<file path="config.mk">
export PLATFORM = sky130hd
export DESIGN_NAME = ato_top
export DESIGN_NICKNAME = d
export VERILOG_FILES = /design/src/ato_pkg.sv /design/src/ato_aux_if.sv /design/src/ato_aux_mux.sv /design/src/ato_top.sv
export SDC_FILE = /design/constraint.sdc
export NUM_CORES = 1
export LEC_CHECK = 0
export BUFFER_PORTS_ARGS = -buffer_cell sky130_fd_sc_hd__buf_2
export CORE_UTILIZATION = 50
export DETAILED_ROUTE_END_ITERATION = 10
export PLACE_DENSITY = 0.82
export SLEW_MARGIN = 5
export SYNTH_ARGS = -nofsm -noshare
export SYNTH_HDL_FRONTEND = slang
export SYNTH_SLANG_ARGS = --single-unit
export TNS_END_PERCENT = 20
</file>
<file path="constraint.sdc">
create_clock -name SYS_CLK -period 2.1 [get_ports SYS_CLK]
set_input_delay 0.315 -clock SYS_CLK [delete_from_list [all_inputs] [get_ports SYS_CLK]]
set_output_delay 0.315 -clock SYS_CLK [all_outputs]
set_load 0.01 [all_outputs]
</file>
<file path="src/ato_pkg.sv">
package ato_pkg;

  ////////////////////////////////////////////////////////////////////////////
  // widths
  localparam int DAC_W = 6;
  localparam int SAMPLE_W = 4;
  localparam int SEL_W = 4;
  localparam int OBS_W = 3;
  localparam int REG_W = 8;
  localparam int BUS_W = 32;
  localparam int TEST_BUS_W = 8;

  ////////////////////////////////////////////////////////////////////////////
  // register indices; byte address is four times the index
  localparam logic [15:0] IDX_AUX_OUTPUT_CONTROL = 16'h6328;
  localparam logic [15:0] IDX_DAC_ONE_TEST_VALUE = 16'h6329;
  localparam logic [15:0] IDX_DAC_TWO_TEST_VALUE = 16'h632A;
  localparam logic [15:0] IDX_ADC_IQ_SNAPSHOT = 16'h632B;
  localparam logic [15:0] IDX_RF_DETECTOR_CONTROL = 16'h632F;
  localparam logic [15:0] IDX_OBSERVE_BIT_SELECT = 16'h6330;

  localparam logic [1:0] BYTE_ADDR_SHIFT = 2'h2;

  ////////////////////////////////////////////////////////////////////////////
  // field positions
  localparam int AUX_TWO_SEL_LSB = 0;
  localparam int AUX_ONE_SEL_LSB = 4;
  localparam int ADC_Q_LSB = 0;
  localparam int ADC_I_LSB = 4;
  localparam int RF_POWERDOWN_BIT = 4;

  ////////////////////////////////////////////////////////////////////////////
  // reset values
  localparam logic [REG_W-1:0] AUX_OUTPUT_CONTROL_RST = 8'h00;
  localparam logic [DAC_W-1:0] DAC_VALUE_RST = 6'h00;
  localparam logic [REG_W-1:0] RF_DETECTOR_CONTROL_RST = 8'h00;
  localparam logic [OBS_W-1:0] OBSERVE_BIT_SELECT_RST = 3'h0;

  localparam logic [1:0] HRESP_OKAY = 2'h0;

  ////////////////////////////////////////////////////////////////////////////
  // source encoding shared by both auxiliary outputs
  typedef enum logic [SEL_W-1:0] {
    SRC_TRISTATE = 4'h0,
    SRC_DAC_VALUE = 4'h1,
    SRC_CORR_ONE = 4'h2,
    SRC_CORR_TWO = 4'h3,
    SRC_MIN_LEVEL = 4'h4,
    SRC_ADC_I = 4'h5,
    SRC_ADC_Q = 4'h6,
    SRC_ADC_IQ = 4'h7,
    SRC_PROD_TEST = 4'h8,
    SRC_SECURE_CLK = 4'h9,
    SRC_ERROR = 4'hA,
    SRC_LOW = 4'hB,
    SRC_TX_ACTIVE = 4'hC,
    SRC_RX_ACTIVE = 4'hD,
    SRC_SUBCARRIER = 4'hE,
    SRC_TEST_BUS = 4'hF
  } ato_src_t;

  typedef enum logic [2:0] {
    REG_NONE = 3'h0,
    REG_CTRL = 3'h1,
    REG_DAC_ONE = 3'h2,
    REG_DAC_TWO = 3'h3,
    REG_ADC = 3'h4,
    REG_RF = 3'h5,
    REG_OBS = 3'h6
  } ato_reg_t;

endpackage

</file>
<file path="src/ato_aux_if.sv">
interface ato_aux_if;
  logic [ato_pkg::SEL_W-1:0] sel;
  logic [ato_pkg::DAC_W-1:0] dac_value;
  logic [ato_pkg::OBS_W-1:0] obs_sel;
  logic [ato_pkg::DAC_W-1:0] dac_code;
  logic dac_en;
  logic level;
  logic oe;

  modport ctrl (
    output sel,
    output dac_value,
    output obs_sel,
    input dac_code,
    input dac_en,
    input level,
    input oe
  );

  modport mux (
    input sel,
    input dac_value,
    input obs_sel,
    output dac_code,
    output dac_en,
    output level,
    output oe
  );
endinterface

</file>
<file path="src/ato_aux_mux.sv">
module ato_aux_mux (
  input wire logic clk,
  input wire logic rst_n,
  ato_aux_if.mux ch,
  input wire logic [ato_pkg::DAC_W-1:0] correlator_one_signal,
  input wire logic [ato_pkg::DAC_W-1:0] correlator_two_signal,
  input wire logic [ato_pkg::DAC_W-1:0] minimum_level_signal,
  input wire logic [ato_pkg::SAMPLE_W-1:0] adc_i,
  input wire logic [ato_pkg::SAMPLE_W-1:0] adc_q,
  input wire logic prod_test,
  input wire logic secure_clk,
  input wire logic error_observe_bit,
  input wire logic transmit_active_strobe,
  input wire logic receive_active_strobe,
  input wire logic subcarrier_detected,
  input wire logic rate_106,
  input wire logic [ato_pkg::TEST_BUS_W-1:0] test_bus
);

  typedef struct packed {
    logic [ato_pkg::DAC_W-1:0] dac_code;
    logic dac_en;
    logic level;
    logic oe;
  } ato_mux_state_t;

  ato_mux_state_t r;
  ato_mux_state_t next_r;
  logic [ato_pkg::SAMPLE_W:0] iq_sum;

  assign iq_sum = {1'b0, adc_i} + {1'b0, adc_q};

  always_comb begin
    next_r = '0;
    next_r.oe = 1'b1;
    case (ato_pkg::ato_src_t'(ch.sel))
      ato_pkg::SRC_TRISTATE: next_r.oe = 1'b0;
      ato_pkg::SRC_DAC_VALUE: begin
        next_r.dac_en = 1'b1;
        next_r.dac_code = ch.dac_value;
      end
      ato_pkg::SRC_CORR_ONE: begin
        next_r.dac_en = 1'b1;
        next_r.dac_code = correlator_one_signal;
      end
      ato_pkg::SRC_CORR_TWO: begin
        next_r.dac_en = 1'b1;
        next_r.dac_code = correlator_two_signal;
      end
      ato_pkg::SRC_MIN_LEVEL: begin
        next_r.dac_en = 1'b1;
        next_r.dac_code = minimum_level_signal;
      end
      ato_pkg::SRC_ADC_I: begin
        next_r.dac_en = 1'b1;
        next_r.dac_code = {{(ato_pkg::DAC_W-ato_pkg::SAMPLE_W){1'b0}}, adc_i};
      end
      ato_pkg::SRC_ADC_Q: begin
        next_r.dac_en = 1'b1;
        next_r.dac_code = {{(ato_pkg::DAC_W-ato_pkg::SAMPLE_W){1'b0}}, adc_q};
      end
      ato_pkg::SRC_ADC_IQ: begin
        next_r.dac_en = 1'b1;
        next_r.dac_code = {{(ato_pkg::DAC_W-ato_pkg::SAMPLE_W-1){1'b0}}, iq_sum};
      end
      ato_pkg::SRC_PROD_TEST: next_r.level = prod_test;
      ato_pkg::SRC_SECURE_CLK: next_r.level = secure_clk;
      ato_pkg::SRC_ERROR: next_r.level = error_observe_bit;
      ato_pkg::SRC_LOW: next_r.level = 1'b0;
      ato_pkg::SRC_TX_ACTIVE: next_r.level = transmit_active_strobe;
      ato_pkg::SRC_RX_ACTIVE: next_r.level = receive_active_strobe;
      // no subcarrier indication exists at the lowest rate
      ato_pkg::SRC_SUBCARRIER: next_r.level = subcarrier_detected & ~rate_106;
      ato_pkg::SRC_TEST_BUS: next_r.level = test_bus[ch.obs_sel];
      default: next_r.oe = 1'b0;
    endcase
  end

  always_ff @(posedge clk) begin
    if (!rst_n) begin
      r <= '0;
    end else begin
      r <= next_r;
    end
  end

  assign ch.dac_code = r.dac_code;
  assign ch.dac_en = r.dac_en;
  assign ch.level = r.level;
  assign ch.oe = r.oe;

endmodule // ato_aux_mux

</file>
<file path="src/ato_top.sv">
// Decided for this implementation: register access over AHB-Lite.
module ato_top (
  input wire logic SYS_CLK,
  input wire logic RST_N,
  input wire logic HSEL,
  input wire logic [ato_pkg::BUS_W-1:0] HADDR,
  input wire logic [1:0] HTRANS,
  input wire logic HWRITE,
  input wire logic [2:0] HSIZE,
  input wire logic [ato_pkg::BUS_W-1:0] HWDATA,
  input wire logic HREADY,
  output logic HREADYOUT,
  output logic [ato_pkg::BUS_W-1:0] HRDATA,
  output logic [1:0] HRESP,
  input wire logic [ato_pkg::DAC_W-1:0] CORRELATOR_ONE_SIGNAL,
  input wire logic [ato_pkg::DAC_W-1:0] CORRELATOR_TWO_SIGNAL,
  input wire logic [ato_pkg::DAC_W-1:0] MINIMUM_LEVEL_SIGNAL,
  input wire logic [ato_pkg::SAMPLE_W-1:0] ADC_I_SAMPLE,
  input wire logic [ato_pkg::SAMPLE_W-1:0] ADC_Q_SAMPLE,
  input wire logic PROD_TEST_SIGNAL,
  input wire logic SECURE_CLK_PIN,
  input wire logic ERROR_OBSERVE_BIT,
  input wire logic TRANSMIT_ACTIVE_STROBE,
  input wire logic RECEIVE_ACTIVE_STROBE,
  input wire logic SUBCARRIER_DETECTED,
  input wire logic RATE_106,
  input wire logic [ato_pkg::TEST_BUS_W-1:0] TEST_BUS,
  output logic [ato_pkg::DAC_W-1:0] ANALOG_OUTPUT_ONE_DAC,
  output logic ANALOG_OUTPUT_ONE_DAC_EN,
  output logic ANALOG_OUTPUT_ONE_LEVEL,
  output logic ANALOG_OUTPUT_ONE_OE,
  output logic [ato_pkg::DAC_W-1:0] ANALOG_OUTPUT_TWO_DAC,
  output logic ANALOG_OUTPUT_TWO_DAC_EN,
  output logic ANALOG_OUTPUT_TWO_LEVEL,
  output logic ANALOG_OUTPUT_TWO_OE,
  output logic RF_DETECTOR_POWERDOWN
);

  //////////////////////////////////////////////////////////////////////////////
  // byte addresses

  localparam logic [ato_pkg::BUS_W-1:0] ADDR_CTRL =
    {16'h0000, ato_pkg::IDX_AUX_OUTPUT_CONTROL} << ato_pkg::BYTE_ADDR_SHIFT;
  localparam logic [ato_pkg::BUS_W-1:0] ADDR_DAC_ONE =
    {16'h0000, ato_pkg::IDX_DAC_ONE_TEST_VALUE} << ato_pkg::BYTE_ADDR_SHIFT;
  localparam logic [ato_pkg::BUS_W-1:0] ADDR_DAC_TWO =
    {16'h0000, ato_pkg::IDX_DAC_TWO_TEST_VALUE} << ato_pkg::BYTE_ADDR_SHIFT;
  localparam logic [ato_pkg::BUS_W-1:0] ADDR_ADC =
    {16'h0000, ato_pkg::IDX_ADC_IQ_SNAPSHOT} << ato_pkg::BYTE_ADDR_SHIFT;
  localparam logic [ato_pkg::BUS_W-1:0] ADDR_RF =
    {16'h0000, ato_pkg::IDX_RF_DETECTOR_CONTROL} << ato_pkg::BYTE_ADDR_SHIFT;
  localparam logic [ato_pkg::BUS_W-1:0] ADDR_OBS =
    {16'h0000, ato_pkg::IDX_OBSERVE_BIT_SELECT} << ato_pkg::BYTE_ADDR_SHIFT;

  //////////////////////////////////////////////////////////////////////////////
  // state

  typedef struct packed {
    logic secure_clk_meta;
    logic secure_clk_sync;
    logic [ato_pkg::REG_W-1:0] aux_output_control;
    logic [ato_pkg::DAC_W-1:0] dac_one_value;
    logic [ato_pkg::DAC_W-1:0] dac_two_value;
    logic [ato_pkg::REG_W-1:0] rf_detector_control;
    logic [ato_pkg::OBS_W-1:0] observe_bit_select;
    logic ph_valid;
    logic ph_write;
    ato_pkg::ato_reg_t ph_reg;
    logic [ato_pkg::BUS_W-1:0] hrdata;
    logic hreadyout;
    logic powerdown;
  } ato_state_t;

  ato_state_t r;
  ato_state_t next_r;

  ato_aux_if aux_one ();
  ato_aux_if aux_two ();

  //////////////////////////////////////////////////////////////////////////////
  // address decode

  function automatic ato_pkg::ato_reg_t decode(input logic [ato_pkg::BUS_W-1:0] addr);
    ato_pkg::ato_reg_t sel;
    sel = ato_pkg::REG_NONE;
    if (addr == ADDR_CTRL) begin
      sel = ato_pkg::REG_CTRL;
    end else if (addr == ADDR_DAC_ONE) begin
      sel = ato_pkg::REG_DAC_ONE;
    end else if (addr == ADDR_DAC_TWO) begin
      sel = ato_pkg::REG_DAC_TWO;
    end else if (addr == ADDR_ADC) begin
      sel = ato_pkg::REG_ADC;
    end else if (addr == ADDR_RF) begin
      sel = ato_pkg::REG_RF;
    end else if (addr == ADDR_OBS) begin
      sel = ato_pkg::REG_OBS;
    end
    return sel;
  endfunction

  //////////////////////////////////////////////////////////////////////////////
  // read data, zero-extended into the word

  function automatic logic [ato_pkg::BUS_W-1:0] read_word(
    input ato_pkg::ato_reg_t sel,
    input ato_state_t s,
    input logic [ato_pkg::REG_W-1:0] snapshot
  );
    logic [ato_pkg::BUS_W-1:0] word;
    word = '0;
    case (sel)
      ato_pkg::REG_CTRL: begin
        word[ato_pkg::REG_W-1:0] = s.aux_output_control;
      end
      ato_pkg::REG_DAC_ONE: begin
        word[ato_pkg::DAC_W-1:0] = s.dac_one_value;
      end
      ato_pkg::REG_DAC_TWO: begin
        word[ato_pkg::DAC_W-1:0] = s.dac_two_value;
      end
      ato_pkg::REG_ADC: begin
        word[ato_pkg::REG_W-1:0] = snapshot;
      end
      ato_pkg::REG_RF: begin
        word[ato_pkg::REG_W-1:0] = s.rf_detector_control;
      end
      ato_pkg::REG_OBS: begin
        word[ato_pkg::OBS_W-1:0] = s.observe_bit_select;
      end
      default: word = '0;
    endcase
    return word;
  endfunction

  //////////////////////////////////////////////////////////////////////////////
  // next state

  logic [ato_pkg::REG_W-1:0] adc_snapshot;
  logic write_now;

  always_comb begin
    adc_snapshot = '0;
    adc_snapshot[ato_pkg::ADC_I_LSB +: ato_pkg::SAMPLE_W] = ADC_I_SAMPLE;
    adc_snapshot[ato_pkg::ADC_Q_LSB +: ato_pkg::SAMPLE_W] = ADC_Q_SAMPLE;
  end

  assign write_now = r.ph_valid & r.ph_write;

  always_comb begin
    next_r = r;
    next_r.secure_clk_meta = SECURE_CLK_PIN;
    next_r.secure_clk_sync = r.secure_clk_meta;
    next_r.hreadyout = 1'b1;

    // data phase of a write: hwdata is valid now
    if (write_now) begin
      case (r.ph_reg)
        ato_pkg::REG_CTRL: begin
          next_r.aux_output_control = HWDATA[ato_pkg::REG_W-1:0];
        end
        ato_pkg::REG_DAC_ONE: begin
          next_r.dac_one_value = HWDATA[ato_pkg::DAC_W-1:0];
        end
        ato_pkg::REG_DAC_TWO: begin
          next_r.dac_two_value = HWDATA[ato_pkg::DAC_W-1:0];
        end
        ato_pkg::REG_RF: begin
          next_r.rf_detector_control = HWDATA[ato_pkg::REG_W-1:0];
        end
        ato_pkg::REG_OBS: begin
          next_r.observe_bit_select = HWDATA[ato_pkg::OBS_W-1:0];
        end
        default: begin
          next_r.ph_valid = r.ph_valid;
        end
      endcase
    end

    next_r.powerdown = next_r.rf_detector_control[ato_pkg::RF_POWERDOWN_BIT];

    // address phase
    next_r.ph_valid = HSEL & HTRANS[1] & HREADY;
    next_r.ph_write = HWRITE;
    next_r.ph_reg = decode(HADDR);

    // read data from post-write values so a write followed by a read returns the new value
    next_r.hrdata = '0;
    if (next_r.ph_valid && !HWRITE) begin
      next_r.hrdata = read_word(next_r.ph_reg, next_r, adc_snapshot);
    end
  end

  always_ff @(posedge SYS_CLK) begin
    if (!RST_N) begin
      r <= '0;
      r.aux_output_control <= ato_pkg::AUX_OUTPUT_CONTROL_RST;
      r.dac_one_value <= ato_pkg::DAC_VALUE_RST;
      r.dac_two_value <= ato_pkg::DAC_VALUE_RST;
      r.rf_detector_control <= ato_pkg::RF_DETECTOR_CONTROL_RST;
      r.observe_bit_select <= ato_pkg::OBSERVE_BIT_SELECT_RST;
      r.hreadyout <= 1'b1;
    end else begin
      r <= next_r;
    end
  end

  //////////////////////////////////////////////////////////////////////////////
  // selector fields go out from next values so the mux acts at the write's edge

  assign aux_one.sel = next_r.aux_output_control[ato_pkg::AUX_ONE_SEL_LSB +: ato_pkg::SEL_W];
  assign aux_one.dac_value = next_r.dac_one_value;
  assign aux_one.obs_sel = next_r.observe_bit_select;
  assign aux_two.sel = next_r.aux_output_control[ato_pkg::AUX_TWO_SEL_LSB +: ato_pkg::SEL_W];
  assign aux_two.dac_value = next_r.dac_two_value;
  assign aux_two.obs_sel = next_r.observe_bit_select;

  //////////////////////////////////////////////////////////////////////////////
  // output muxes

  ato_aux_mux u_aux_one (
    .clk(SYS_CLK),
    .rst_n(RST_N),
    .ch(aux_one.mux),
    .correlator_one_signal(CORRELATOR_ONE_SIGNAL),
    .correlator_two_signal(CORRELATOR_TWO_SIGNAL),
    .minimum_level_signal(MINIMUM_LEVEL_SIGNAL),
    .adc_i(ADC_I_SAMPLE),
    .adc_q(ADC_Q_SAMPLE),
    .prod_test(PROD_TEST_SIGNAL),
    .secure_clk(r.secure_clk_sync),
    .error_observe_bit(ERROR_OBSERVE_BIT),
    .transmit_active_strobe(TRANSMIT_ACTIVE_STROBE),
    .receive_active_strobe(RECEIVE_ACTIVE_STROBE),
    .subcarrier_detected(SUBCARRIER_DETECTED),
    .rate_106(RATE_106),
    .test_bus(TEST_BUS)
  );

  ato_aux_mux u_aux_two (
    .clk(SYS_CLK),
    .rst_n(RST_N),
    .ch(aux_two.mux),
    .correlator_one_signal(CORRELATOR_ONE_SIGNAL),
    .correlator_two_signal(CORRELATOR_TWO_SIGNAL),
    .minimum_level_signal(MINIMUM_LEVEL_SIGNAL),
    .adc_i(ADC_I_SAMPLE),
    .adc_q(ADC_Q_SAMPLE),
    .prod_test(PROD_TEST_SIGNAL),
    .secure_clk(r.secure_clk_sync),
    .error_observe_bit(ERROR_OBSERVE_BIT),
    .transmit_active_strobe(TRANSMIT_ACTIVE_STROBE),
    .receive_active_strobe(RECEIVE_ACTIVE_STROBE),
    .subcarrier_detected(SUBCARRIER_DETECTED),
    .rate_106(RATE_106),
    .test_bus(TEST_BUS)
  );

  //////////////////////////////////////////////////////////////////////////////
  // ports

  assign HREADYOUT = r.hreadyout;
  assign HRDATA = r.hrdata;
  assign HRESP = ato_pkg::HRESP_OKAY;
  assign RF_DETECTOR_POWERDOWN = r.powerdown;
  assign ANALOG_OUTPUT_ONE_DAC = aux_one.dac_code;
  assign ANALOG_OUTPUT_ONE_DAC_EN = aux_one.dac_en;
  assign ANALOG_OUTPUT_ONE_LEVEL = aux_one.level;
  assign ANALOG_OUTPUT_ONE_OE = aux_one.oe;
  assign ANALOG_OUTPUT_TWO_DAC = aux_two.dac_code;
  assign ANALOG_OUTPUT_TWO_DAC_EN = aux_two.dac_en;
  assign ANALOG_OUTPUT_TWO_LEVEL = aux_two.level;
  assign ANALOG_OUTPUT_TWO_OE = aux_two.oe;

endmodule // ato_top

</file>
### Yosys cells after proc, flatten, opt, wreduce, memory -nomap -nowiden

Index checks and enable logic that the tools add are counted.

| cells by class | value |
|---|---|
| add/subtract/negate cells | 1 |
| magnitude comparators | 1 |
| eq/ne operators | 45 |
| mux-type cells | 23 |
| bitwise logic cells | 5 |
| reductions and logical operators | 5 |

Operators with widths:

| cell | count |
|---|---|
| 32-bit by 17-bit equality test with 1-bit output, second input constant | 6 |
| 7-bit case mux with 7 select lines | 2 |
| 4-bit equality test, second input constant | 14 |
| 4-bit by 3-bit equality test with 1-bit output, second input constant | 8 |
| 32-bit two-way mux | 1 |
| 3-bit two-way mux | 7 |
| 3-bit case mux with 6 select lines | 1 |
| 4-bit by 2-bit equality test with 1-bit output, second input constant | 4 |
| 8-bit two-way mux | 2 |
| 3-bit equality test, second input constant | 5 |
| 3-bit case mux with 5 select lines | 1 |
| 1-bit case mux with 7 select lines | 2 |
| 3-bit by 2-bit equality test with 1-bit output, second input constant | 4 |
| 6-bit two-way mux | 2 |
| 4-bit by 1-bit equality test with 1-bit output, second input constant | 2 |
| 4-bit logical NOT | 2 |
| 3-bit by 1-bit equality test with 1-bit output, second input constant | 2 |
| 2-bit case mux with 3 select lines | 1 |
| 4-bit by 4-bit adder with 5-bit output | 1 |
| 1-bit AND | 4 |
| 3-bit by 4-bit < comparator with 1-bit output, second input constant | 1 |
| 1-bit binary-select mux with 3-bit select | 1 |
| 1-bit two-way mux | 3 |
| 2-bit AND reduction | 1 |
| 3 further kinds | 3 |

| word-level totals | value |
|---|---|
| register bits after elaboration | 90 |
| input bits | 115 |
| output and inout port bits | 54 |
| word-level logic and storage cells | 102 |

### Longest topological paths before layout

Gate-level depths: netlist of run 1.

| depth | value |
|---|---|
| word-level depth | 9 |
| depth in mapped cells | 10 |
| mapped depth without buffers | 8 |

### By module

A second synthesis of run 1 with hierarchy kept.

| second synthesis, totals | value |
|---|---|
| cell total of the unflattened synthesis | 481 |
| area total of the unflattened synthesis | 4345.4 um^2 |

Modules (own cells, without submodules):

| module | instances | cells an instance | area an instance (um^2) | seq. area each (um^2) |
|---|---|---|---|---|
| ato_top | 1 | 289 | 2576.2 | 920.9 |
| ato_aux_mux | 2 | 96 | 884.6 | 180.2 |

### Least setup slack after synthesis of run 1

Ideal clock, no wire load.

| path | value |
|---|---|
| path kind | register to register |
| from | register r[35] (netlist bit) |
| to | register u_aux_one.r (netlist bit u_aux_one.ch.level) |
| setup time | 0.121 ns |
| arrival | 1.820 ns |
| path slack | 0.158 ns |
| cell stages (with the launch flop) | 9 |
| path buffers | 1 |
| clock period less this slack | 1.942 ns |
| cell sequence | dfxtp_1 > nand2b_4 > nand2b_4 > buf_12 > mux2i_2 > mux2_1 > a21oi_2 > o211a_1 > a211oi_2 |

| between the ends | value |
|---|---|
| longest elaborated chain between the ends | 6 |
| elaborated cells on any way between the ends | 15 |
| classes of those cells | eq/ne (9); mux (6) |

Ends and longest elaborated chain:

| what | line | RTL |
|---|---|---|
| start: declaration | ato_top.sv:74 | `ato_state_t r;` |
| start signal: assignment | ato_top.sv:204 | `r <= next_r;` |
| 3-bit equality test | ato_top.sv:158 | `case (r.ph_reg)` |
| 3-bit two-way mux | ato_top.sv:158 |  |
| 32-bit two-way mux (*) | ato_top.sv:157 | `if (write_now) begin` |
| 1-bit binary-select mux with 3-bit select | ato_aux_mux.sv:74 | `ato_pkg::SRC_TEST_BUS: next_r.level = test_bus[ch.obs_sel];` |
| 1-bit two-way mux (not written as such) | ato_aux_mux.sv:74 |  |
| 1-bit case mux with 7 select lines (*) | ato_aux_mux.sv:36 | `case (ato_pkg::ato_src_t'(ch.sel))` |
| end signal: assignment | ato_aux_mux.sv:83 | `r <= next_r;` |
| end: declaration | ato_aux_mux.sv:27 | `ato_mux_state_t r;` |

Mark *: on every way between the ends. The rest lies on a longest branch, timed or not. The select of a mux whose other input is x is not followed.
A chain may end at the register's enable or synchronous reset.

### Final worst setup path of run 1

| path | value |
|---|---|
| from | register r[36] (netlist bit) |
| to | register u_aux_one.r (netlist bit u_aux_one.ch.level) |

Same word-level chain as after synthesis.

==> results of run 1 <==
==> critical path, delay by kind of cell, from the launching register on <==
kind / cells / cell delay, ps
DFF: 1 / 330
buffers and inverters: 1 / 140
AOI/OAI and AO/OA: 2 / 500
muxes: 2 / 410
and+or+nand+nor: 3 / 620
==> power by group through the flow <==
stage | Clock [uW] | Combinational (uW) | Sequential, uW
after floorplan | 0 | 185 | 1250
final | 1210 | 328 | 1220
after global placement | 0 | 305 | 1250
after CTS | 1200 | 313 | 1220
after detailed placement | 0 | 312 | 1250
after global routing | 1260 | 350 | 1220
==> stage by stage <==
stage / hold slack [ps] / instances / util [%] / power (uW)
after detailed placement: 424.6 / 732 / 60.95 / 1558
after global routing: 179.3 / 755 / 65.41 / 2827
after CTS: 177.1 / 749 / 63.71 / 2730
after global placement: 423.8 / 732 / 60.95 / 1550
after floorplan: 411.9 / 525 / - / 1430
final: 170.8 / 755 / 65.41 / 2755
==> cells by family (layout without fill, tap and decap cells) <==
family	Yosys count	count (layout)	synth area share (%)
other	2	27	0.1758
adders and majority gates	5	5	1.640
xor gates and xnor gates	2	2	0.4100
DFF	64	64	29.99
buffers and inverters	79	204	11.45
muxes	35	35	9.077
and+or+nand+nor	187	187	22.67
AOI/OAI and AO/OA	126	126	24.60
==> what timing repair did <==
action / 4_1_cts / 5_1_grt
setup buffers: 1 / 6
gates resized for setup: 1 / 20
gates cloned: 0 / 0
pin swaps: 0 / 5
setup endpoints to repair: 10 / 16
==> synth_stat cells, types with 8 or more instances <==
cell       n
a21oi_1   18
a221oi_1  11
a22oi_1    9
and2_1     8
buf_4     37
clkbuf_1  15
dfxtp_1   64
inv_1     17
mux2i_1   25
nand2_1   31
nand2b_1   9
nand3_1   12
nor2_1    71
o21ai_0   16
==> state kept, by name, summed over array words and instances, names as in the netlist <==
signal	count
u_aux_one.ch.level	1
u_aux_one.ch.dac_code	6
u_aux_two.ch.oe	1
next_r	1
u_aux_two.ch.dac_en	1
r	37
u_aux_two.ch.dac_code	6
u_aux_two.ch.level	1
u_aux_one.ch.dac_en	1
HRDATA	8
u_aux_one.ch.oe	1
==> layout by cell type, fill, tap and decap left out, types with 4 or more instances in the layout <==
master      n
nor2b_1     6
ha_1        4
conb_1     27
mux2i_1    24
nor3_1      7
a21oi_1    17
nand3_1    10
nor2_1     71
mux2_2      4
inv_1      17
a31oi_1     5
nand2b_1    9
buf_4      54
nand4_1     7
a221oi_2    7
nor4_1      5
a22o_1      5
buf_2     113
clkbuf_8    9
a222oi_1    6
dfxtp_1    62
nand2_1    31
a22oi_1     9
o21ai_0    14
and2_1      8
o31ai_2     4
a221oi_1    7
==> final cells by class <==
| cell class | instances | area, sq um | area share, % |
|---|---|---|---|
| clock inverters | 7 | 95.09 | 1.760 |
| clock buffers | 9 | 123.9 | 2.293 |
| well taps | 105 | 131.4 | 2.432 |
| inverters | 17 | 63.81 | 1.181 |
| multi-input cells | 382 | 2676 | 49.55 |
| repair buffers | 171 | 1027 | 19.02 |
| flip-flops and latches | 64 | 1284 | 23.77 |
==> layer usage <==
layer	vias to the layer above	share of wire (%)
met2	292	48
met1	2119	41
met3	38	8.3
met5	-	0
li1	2067	-
met4	0	2.4
==> worst paths after layout <==
| kind | from | cells past startpoint | slack [ps] | end |
|---|---|---|---|---|
| worst max-delay path | r[36] | 8 | 8 | u_aux_one.ch.level |
| worst min-delay path | SECURE_CLK_PIN | 2 | 170 | next_r[70] |
| worst max register to register | r[36] | 8 | 8 | u_aux_one.ch.level |
| worst min register to register | next_r[70] | 1 | 440 | r[70] |
==> results.toml, run 1 <==
[outcome]
status = "completed"

[die]
ioPinCount = 169
core-area_sq_um = 8258
dieArea_sq_um = 8919
die_w_um = 94.44
die_y_um = 94.44
num_rows = 33
floorplan.initialDensity_pct = 51.74

[worst_setup_path]
cp_max_fo = 5
max_stage_delay_ps = 350
cp.arrival_ps = 2360
critical_path.cell_chain = "and3b_2 -> nor2b_4 -> buf_12 -> mux2i_4 -> mux2_1 -> nand2_1 -> a311o_1 -> a211oi_2"
crit_type = "reg -> reg"
end_kind = "register"
start_kind = "register"
cp_data_required_time_ps = 2370
cpMaxStageDelayCell = "a311o_1"

[clocking]
cts_max_path_buffers = 2
cts_sinks = 64
cts_root_buf = "clkbuf_8"
cts_buffers = 9
cts_hold_repair.buffers = 0
path_clk_slew_ps = 80
cts_tree = "done"
clk_latency_ps = 350
htree_levels = 3

[logic_synthesis]
netlist.area_leader.share_pct = 29.99
ys_types = 81
synth.avg_cell_area_sq_um = 8.546
synth-async-reset-ratio_pct = 0
synthCells = 500
synth_area_sq_um = 4273
yosysTopAreaCell = "dfxtp_1"
ys.flop_type = "dfxtp_1"
synth_edf_count = 0
synthTopCellsByArea = "dfxtp_1 (30%), buf_4 (6.5%), nor2_1 (6.2%)"
ys_warn_count = 0
synth-seq-cells = 64
ys_seq_area_share_pct = 29.99

[sta]
worst_slack_ps = 7.885
drv_slew = 0
max_freq_mhz = 478.0
tns_ps = 0
period_needed_ps = 2092
rsz0062_at_grt = "true"
relSlewSlack_pct = 63.05
period_share_pct = 99.62
worst_pin_slew_ps = 538.8
fin_skew_ps = 11.85
finalSetupViolations = 0
hold_viol = 0

[grt]
grtUsageMet2_pct = 51.15
track_usage_pct = 30.48
use_met3_pct = 5.556
grt_pass1_vias = 4173
grt_overflow = 0
grt_pass1_wl_um = 20760
antenna_found_initial = 0
use_met1_pct = 39.16
grt_max_degree = 19
busiest_layer = "met2"

[finish]
n_antenna_cell = 0
fin_area_sq_um = 5401
syn2layout_area_growth_pct = 26.41
fillCellCount = 702
drive_gt1_share_pct = 36.92
layout.nets = 765

[pwr]
switching_share_pct = 27.17
p_leak_uw = 0.002387
p_int_uw = 2007
seq_power_share_pct = 44.2
p_per_area_nw_per_um2 = 510.1
clock_power_share_pct = 43.9
power.switching_uw = 748.5
combPwrFrac_pct = 11.9
ir_drop_mv = 0.3080

[place]
placed_cell_area_sq_um = 5034
dpl_worst_slack_ps = -123.5
portBuffers = 113
gp_congestion = 0.9847
hpwl_um = 10480

[drt]
first_pass_iters = 6
drtIter0Drc = 522
drcViolationCount = 0
detail-route-antenna-nets = 0
dr_total_vias = 4516
routedWlPerCell_um = 18.20
routed_via_density = 5.981
drt_wl_total_um = 13740

[flow_run]
maxCapViolCount = 0

[worst_hold_path]
min_path_type = "in -> reg"
No activity file was read; power rests on OpenSTA's default activity.
==> run 2, diff against run 1 <==
==> constraint.sdc (replaced) <==
create_clock -name SYS_CLK -period 2.1 [get_ports SYS_CLK]
set_input_delay 0.21 -clock SYS_CLK [delete_from_list [all_inputs] [get_ports SYS_CLK]]
set_output_delay 0.21 -clock SYS_CLK [all_outputs]
set_load 0.01 [all_outputs]
==> results.toml, run 2 (synthesis results as in run 1) <==
[die]
floorplan.initialDensity_pct = 51.74
core-area_sq_um = 8258
dieArea_sq_um = 8919
num_rows = 33
die_y_um = 94.44
die_w_um = 94.44
ioPinCount = 169

[worst_setup_path]
cp_max_fo = 13
rr_worst_depth = 9
cp.arrival_ps = 2350
critical_path.cell_chain = "and3b_2 -> nand2b_4 -> buf_4 -> nand3_2 -> o41ai_4 -> buf_4 -> a222oi_1 -> o21ai_0 -> and2_1"
cp_data_required_time_ps = 2350
crit_end = "u_aux_two.ch.dac_code[5]"
r2r_end = "u_aux_two.ch.dac_code[5]"
cpMaxStageDelayCell = "a222oi_1"
crit_type = "reg -> reg"
crit_start = "r[36]"
crit_path_frequent_cell = "buf_4"
rrSetupSlack_ps = 3
start_kind = "register"
r2r_start = "r[36]"
max_stage_delay_ps = 400
end_kind = "register"

[sta]
fin_skew_ps = 10.11
max_freq_mhz = 476.9
period_needed_ps = 2097
worst_slack_ps = 2.998
finalSetupViolations = 0
period_share_pct = 99.86
relSlewSlack_pct = 67.61
hold_viol = 0
worst_pin_slew_ps = 473.6
rsz0062_at_grt = "true"
drv_slew = 0
whs_ps = 58.59

[place]
dp_cells = 732
dpl_worst_slack_ps = -29.98
hpwl_um = 10320
gp_congestion = 0.9611
portBuffers = 113

[pwr]
p_per_area_nw_per_um2 = 500.0
ir_drop_mv = 0.3791
p_leak_uw = 0.002347

[grt]
grt_pass1_vias = 4204
track_usage_pct = 30.69
grt_pass1_wl_um = 20670
grt_overflow = 0
grt_max_degree = 23
antenna_found_initial = 0

[finish]
top_register = "r"
layout.nets = 764
n_antenna_cell = 0
fin_cells = 754
syn2layout_area_growth_pct = 24.77
largest_reg_flops = 37
final_cell_mix = "buf_2 (113), nor2_1 (71), dfxtp_1 (64)"
utilization_pct = 64.56
drive_gt1_share_pct = 35.59
final_common_cell = "buf_2"

[clocking]
htree_levels = 3
clk_latency_ps = 360
cts_sinks = 64
path_clk_slew_ps = 80
cts_hold_repair.buffers = 0
cts_root_buf = "clkbuf_8"
cts_max_path_buffers = 2
cts_tree = "done"
cts_buffers = 9

[worst_hold_path]
min_path_type = "in -> reg"
hold_depth = 2

[drt]
drtIter0Drc = 373
wl_met3_um = 1005
dr_total_vias = 4452
drcViolationCount = 0
wl_met2_um = 6418
detail-route-antenna-nets = 0
wl_met1_um = 5603
drt_wl_total_um = 13440
routed_via_density = 5.905
routedWlPerCell_um = 17.82
first_pass_iters = 5
routed.top_layer = "met4"

[flow_run]
maxCapViolCount = 0

[outcome]
status = "completed"
## run 2: cell types whose count changed in the layout (fill, tap and decap cells not counted), sizes merged
cell | before | now
bufinv | 2 | 1
clkinvlp | 1 | 2
clkinv | 3 | 2
## run 2: worst min path at each step
stage                        start         end  slack [ps]
detailed placement      next_r[70]       r[70]         430
finish              SECURE_CLK_PIN  next_r[70]          60
CTS                 SECURE_CLK_PIN  next_r[70]          60
global route                HWRITE       r[37]          50
global placement        next_r[70]       r[70]         420
floorplan                   HWRITE       r[37]         330
## run 2: per-stage QoR
step / area (sq um) / setup TNS [ps] / total power [uW]
floorplan: 4367 / 0 / 1430
global placement: 5034 / -85.89 / 1542
detailed placement: 5034 / -90.92 / 1547
CTS: 5241 / 0 / 2656
global route: 5331 / -202.0 / 2750
finish: 5331 / 0 / 2665
## run 2: area by class of cell
| class | count | area [sq um] |
|---|---|---|
| fillers | 720 | 2927 |
| multi-input cells | 382 | 2640 |
| flip-flops and latches | 64 | 1281 |
| repair buffers | 170 | 1010 |
| clock buffers | 10 | 137.6 |
| well taps | 105 | 131.4 |
| clock inverters | 6 | 67.56 |
| inverters | 17 | 63.81 |
## run 2: power breakdown
| part | internal (uW) | switching, uW |
|---|---|---|
| clock | 584 | 549 |
| combinational | 115 | 200 |
| sequential | 1220 | 1.84 |
## run 2: what timing repair did
item                                    CTS  global route
resized for setup                         2             9
buffers inserted                          0             6
endpoints found under the hold margin     0             0
endpoints found under the setup margin    7            13
## run 2: routing by layer
layer / GRT usage, % / vias up
met1: 37.18 / 2111
met5: 0 / -
li1: - / 2069
met2: 51.51 / 230
met4: 12.44 / 0
met3: 7.890 / 42
## run 2: critical path: cells and delay by family, from the launching register on
kind / cells / cell delay (ps)
flip-flops: 1 / 320
buffers and inverters: 2 / 340
AND/OR/NAND/NOR: 4 / 710
AO/OA/AOI/OAI: 3 / 620
==> run 3, diff against run 2 <==
--- a/config.mk
+++ b/config.mk
@@ -8,7 +8,7 @@
 export BUFFER_PORTS_ARGS = -buffer_cell sky130_fd_sc_hd__buf_2
 export CORE_UTILIZATION = 50
 export DETAILED_ROUTE_END_ITERATION = 10
-export PLACE_DENSITY = 0.82
+export PLACE_DENSITY = 0.86
 export SLEW_MARGIN = 5
 export SYNTH_ARGS = -nofsm -noshare
 export SYNTH_HDL_FRONTEND = slang
==> results.toml, run 3 (synthesis results as in run 1) <==
[clocking]
htree_levels = 3
cts_hold_repair.buffers = 0
cts_buffers = 9
cts_max_path_buffers = 2
path_clk_slew_ps = 80
cts_sinks = 64
clk_latency_ps = 360
cts_tree = "done"
cts_root_buf = "clkbuf_8"

[finish]
final-seq-area_sq_um = 1281
multi_input_area_sq_um = 2634
final_cell_mix = "buf_2 (113), nor2_1 (71), dfxtp_1 (64)"
layout.nets = 751
drive_gt1_share_pct = 33.96
syn2layout_area_growth_pct = 22.66
fillCellCount = 713
final_common_cell = "buf_2"
n_antenna_cell = 0
largest_reg_flops = 37
top_register = "r"

[worst_setup_path]
crit_type = "reg -> reg"
start_kind = "register"
r2r_start = "r[38]"
cp.arrival_ps = 2320
rrSetupSlack_ps = 50
end_kind = "register"
rr_worst_depth = 7
r2r_end = "u_aux_two.ch.level"
cp_max_fo = 6
cp_data_required_time_ps = 2370

[pwr]
p_per_area_nw_per_um2 = 529.6
ir_drop_mv = 0.3430
power.switching_uw = 761.2
switching_share_pct = 27.42
p_leak_uw = 0.002310
p_int_uw = 2015
seq_power_share_pct = 43.8
combPwrFrac_pct = 11.3
clock_power_share_pct = 44.9

[sta]
rsz0062_at_grt = "true"
worst_pin_slew_ps = 586.8
worst_slack_ps = 51.57
tns_ps = 0
period_share_pct = 97.54
whs_ps = 55.79
fin_skew_ps = 8.555
drv_slew = 0
relSlewSlack_pct = 60.64
hold_viol = 0
finalSetupViolations = 0
period_needed_ps = 2048
max_freq_mhz = 488.2

[die]
dieArea_sq_um = 8919
ioPinCount = 169
core-area_sq_um = 8258
die_y_um = 94.44
num_rows = 33
floorplan.initialDensity_pct = 51.74
die_w_um = 94.44

[place]
dpl_worst_slack_ps = -75.74
portBuffers = 113
gp_congestion = 0.9317
hpwl_um = 10080

[worst_hold_path]
min-delay-start = "SECURE_CLK_PIN"
min_path_type = "in -> reg"
whs_endpoint = "next_r[70]"
hold_depth = 2

[flow_run]
maxCapViolCount = 0

[drt]
detail-route-antenna-nets = 0
first_pass_iters = 5
routed_via_density = 5.935
drtIter0Drc = 398
drt_wl_total_um = 13020
routedWlPerCell_um = 17.57
drcViolationCount = 0
dr_total_vias = 4398

[grt]
track_usage_pct = 29.73
grt_pass1_wl_um = 20270
grt_max_degree = 26
grt_pass1_vias = 4118
grt_overflow = 0
antenna_found_initial = 0

[outcome]
status = "completed"
==> run 3: cell count changes in the layout (fill, tap and decap cells not counted), moves of 2 or more <==
cell        delta
buf_4         -13
o31ai_2        +2
clkinvlp_4     -2
clkinv_4       +2
==> run 3: worst max-delay path by stage <==
| stage | start | endpoint | slack (ps) | depth (start not counted) |
|---|---|---|---|---|
| global placement | r[36] | HRDATA[5] | -70 | 7 |
| global route | r[38] | u_aux_two.ch.level | -40 | 7 |
| finish | r[38] | u_aux_two.ch.level | 50 | 7 |
| floorplan | r[35] | u_aux_one.ch.level | 160 | 8 |
| CTS | r[36] | u_aux_two.ch.level | 20 | 7 |
| detailed placement | r[36] | u_aux_two.ch.level | -80 | 7 |
==> run 3: critical path: stages (launching register included) <==
cell,delay [ps]
dfxtp_1,330
nand3_1,220
or2_4,360
a21oi_4,220
a221oi_1,160
a221oi_2,310
a32oi_1,160
nor4b_2,210
==> run 3: repair_timing <==
action | CTS | global route
setup endpoints to repair | 5 | 13
pin swaps | 0 | 3
buffers inserted | 1 | 0
gates resized for setup | 2 | 9
hold endpoints to repair | 0 | 0
==> run 3: metrics by stage <==
stage | util, % | std cells | total power [uW] | area (sq um)
2_1_floorplan | - | 525 | 1430 | 4367
3_3_place_gp | 60.08 | 724 | 1541 | 4961
3_5_place_dp | 60.08 | 724 | 1547 | 4961
4_1_cts | 62.95 | 741 | 2772 | 5199
5_1_grt | 63.47 | 741 | 2853 | 5241
6_report | 63.47 | 741 | 2776 | 5241
==> run 3: final cells by class <==
| class | instances | area share [%] |
|---|---|---|
| multi-input cells | 382 | 50.25 |
| clock inverters | 7 | 1.981 |
| repair buffers | 157 | 17.24 |
| well taps | 105 | 2.507 |
| flip-flops and latches | 64 | 24.44 |
| clock buffers | 9 | 2.363 |
| inverters | 17 | 1.217 |
==> run 3: power groups by stage <==
| stage | Clock (uW) | Sequential [uW] | Combinational, uW |
|---|---|---|---|
| global route | 1300 | 1220 | 336 |
| global placement | 0 | 1250 | 295 |
| detailed placement | 0 | 1250 | 301 |
| finish | 1250 | 1220 | 313 |
| floorplan | 0 | 1250 | 185 |
| CTS | 1250 | 1220 | 302 |
==> run 3: routing by layer <==
layer	part of all wire, %	wire length, um	vias to the layer above	global-route usage [%]
li1	-	-	2044	-
met1	40	5148	2047	37.21
met2	48	6310	269	49.34
met3	9.1	1189	38	6.039
met4	2.8	371	0	12.69
met5	0	0	-	0
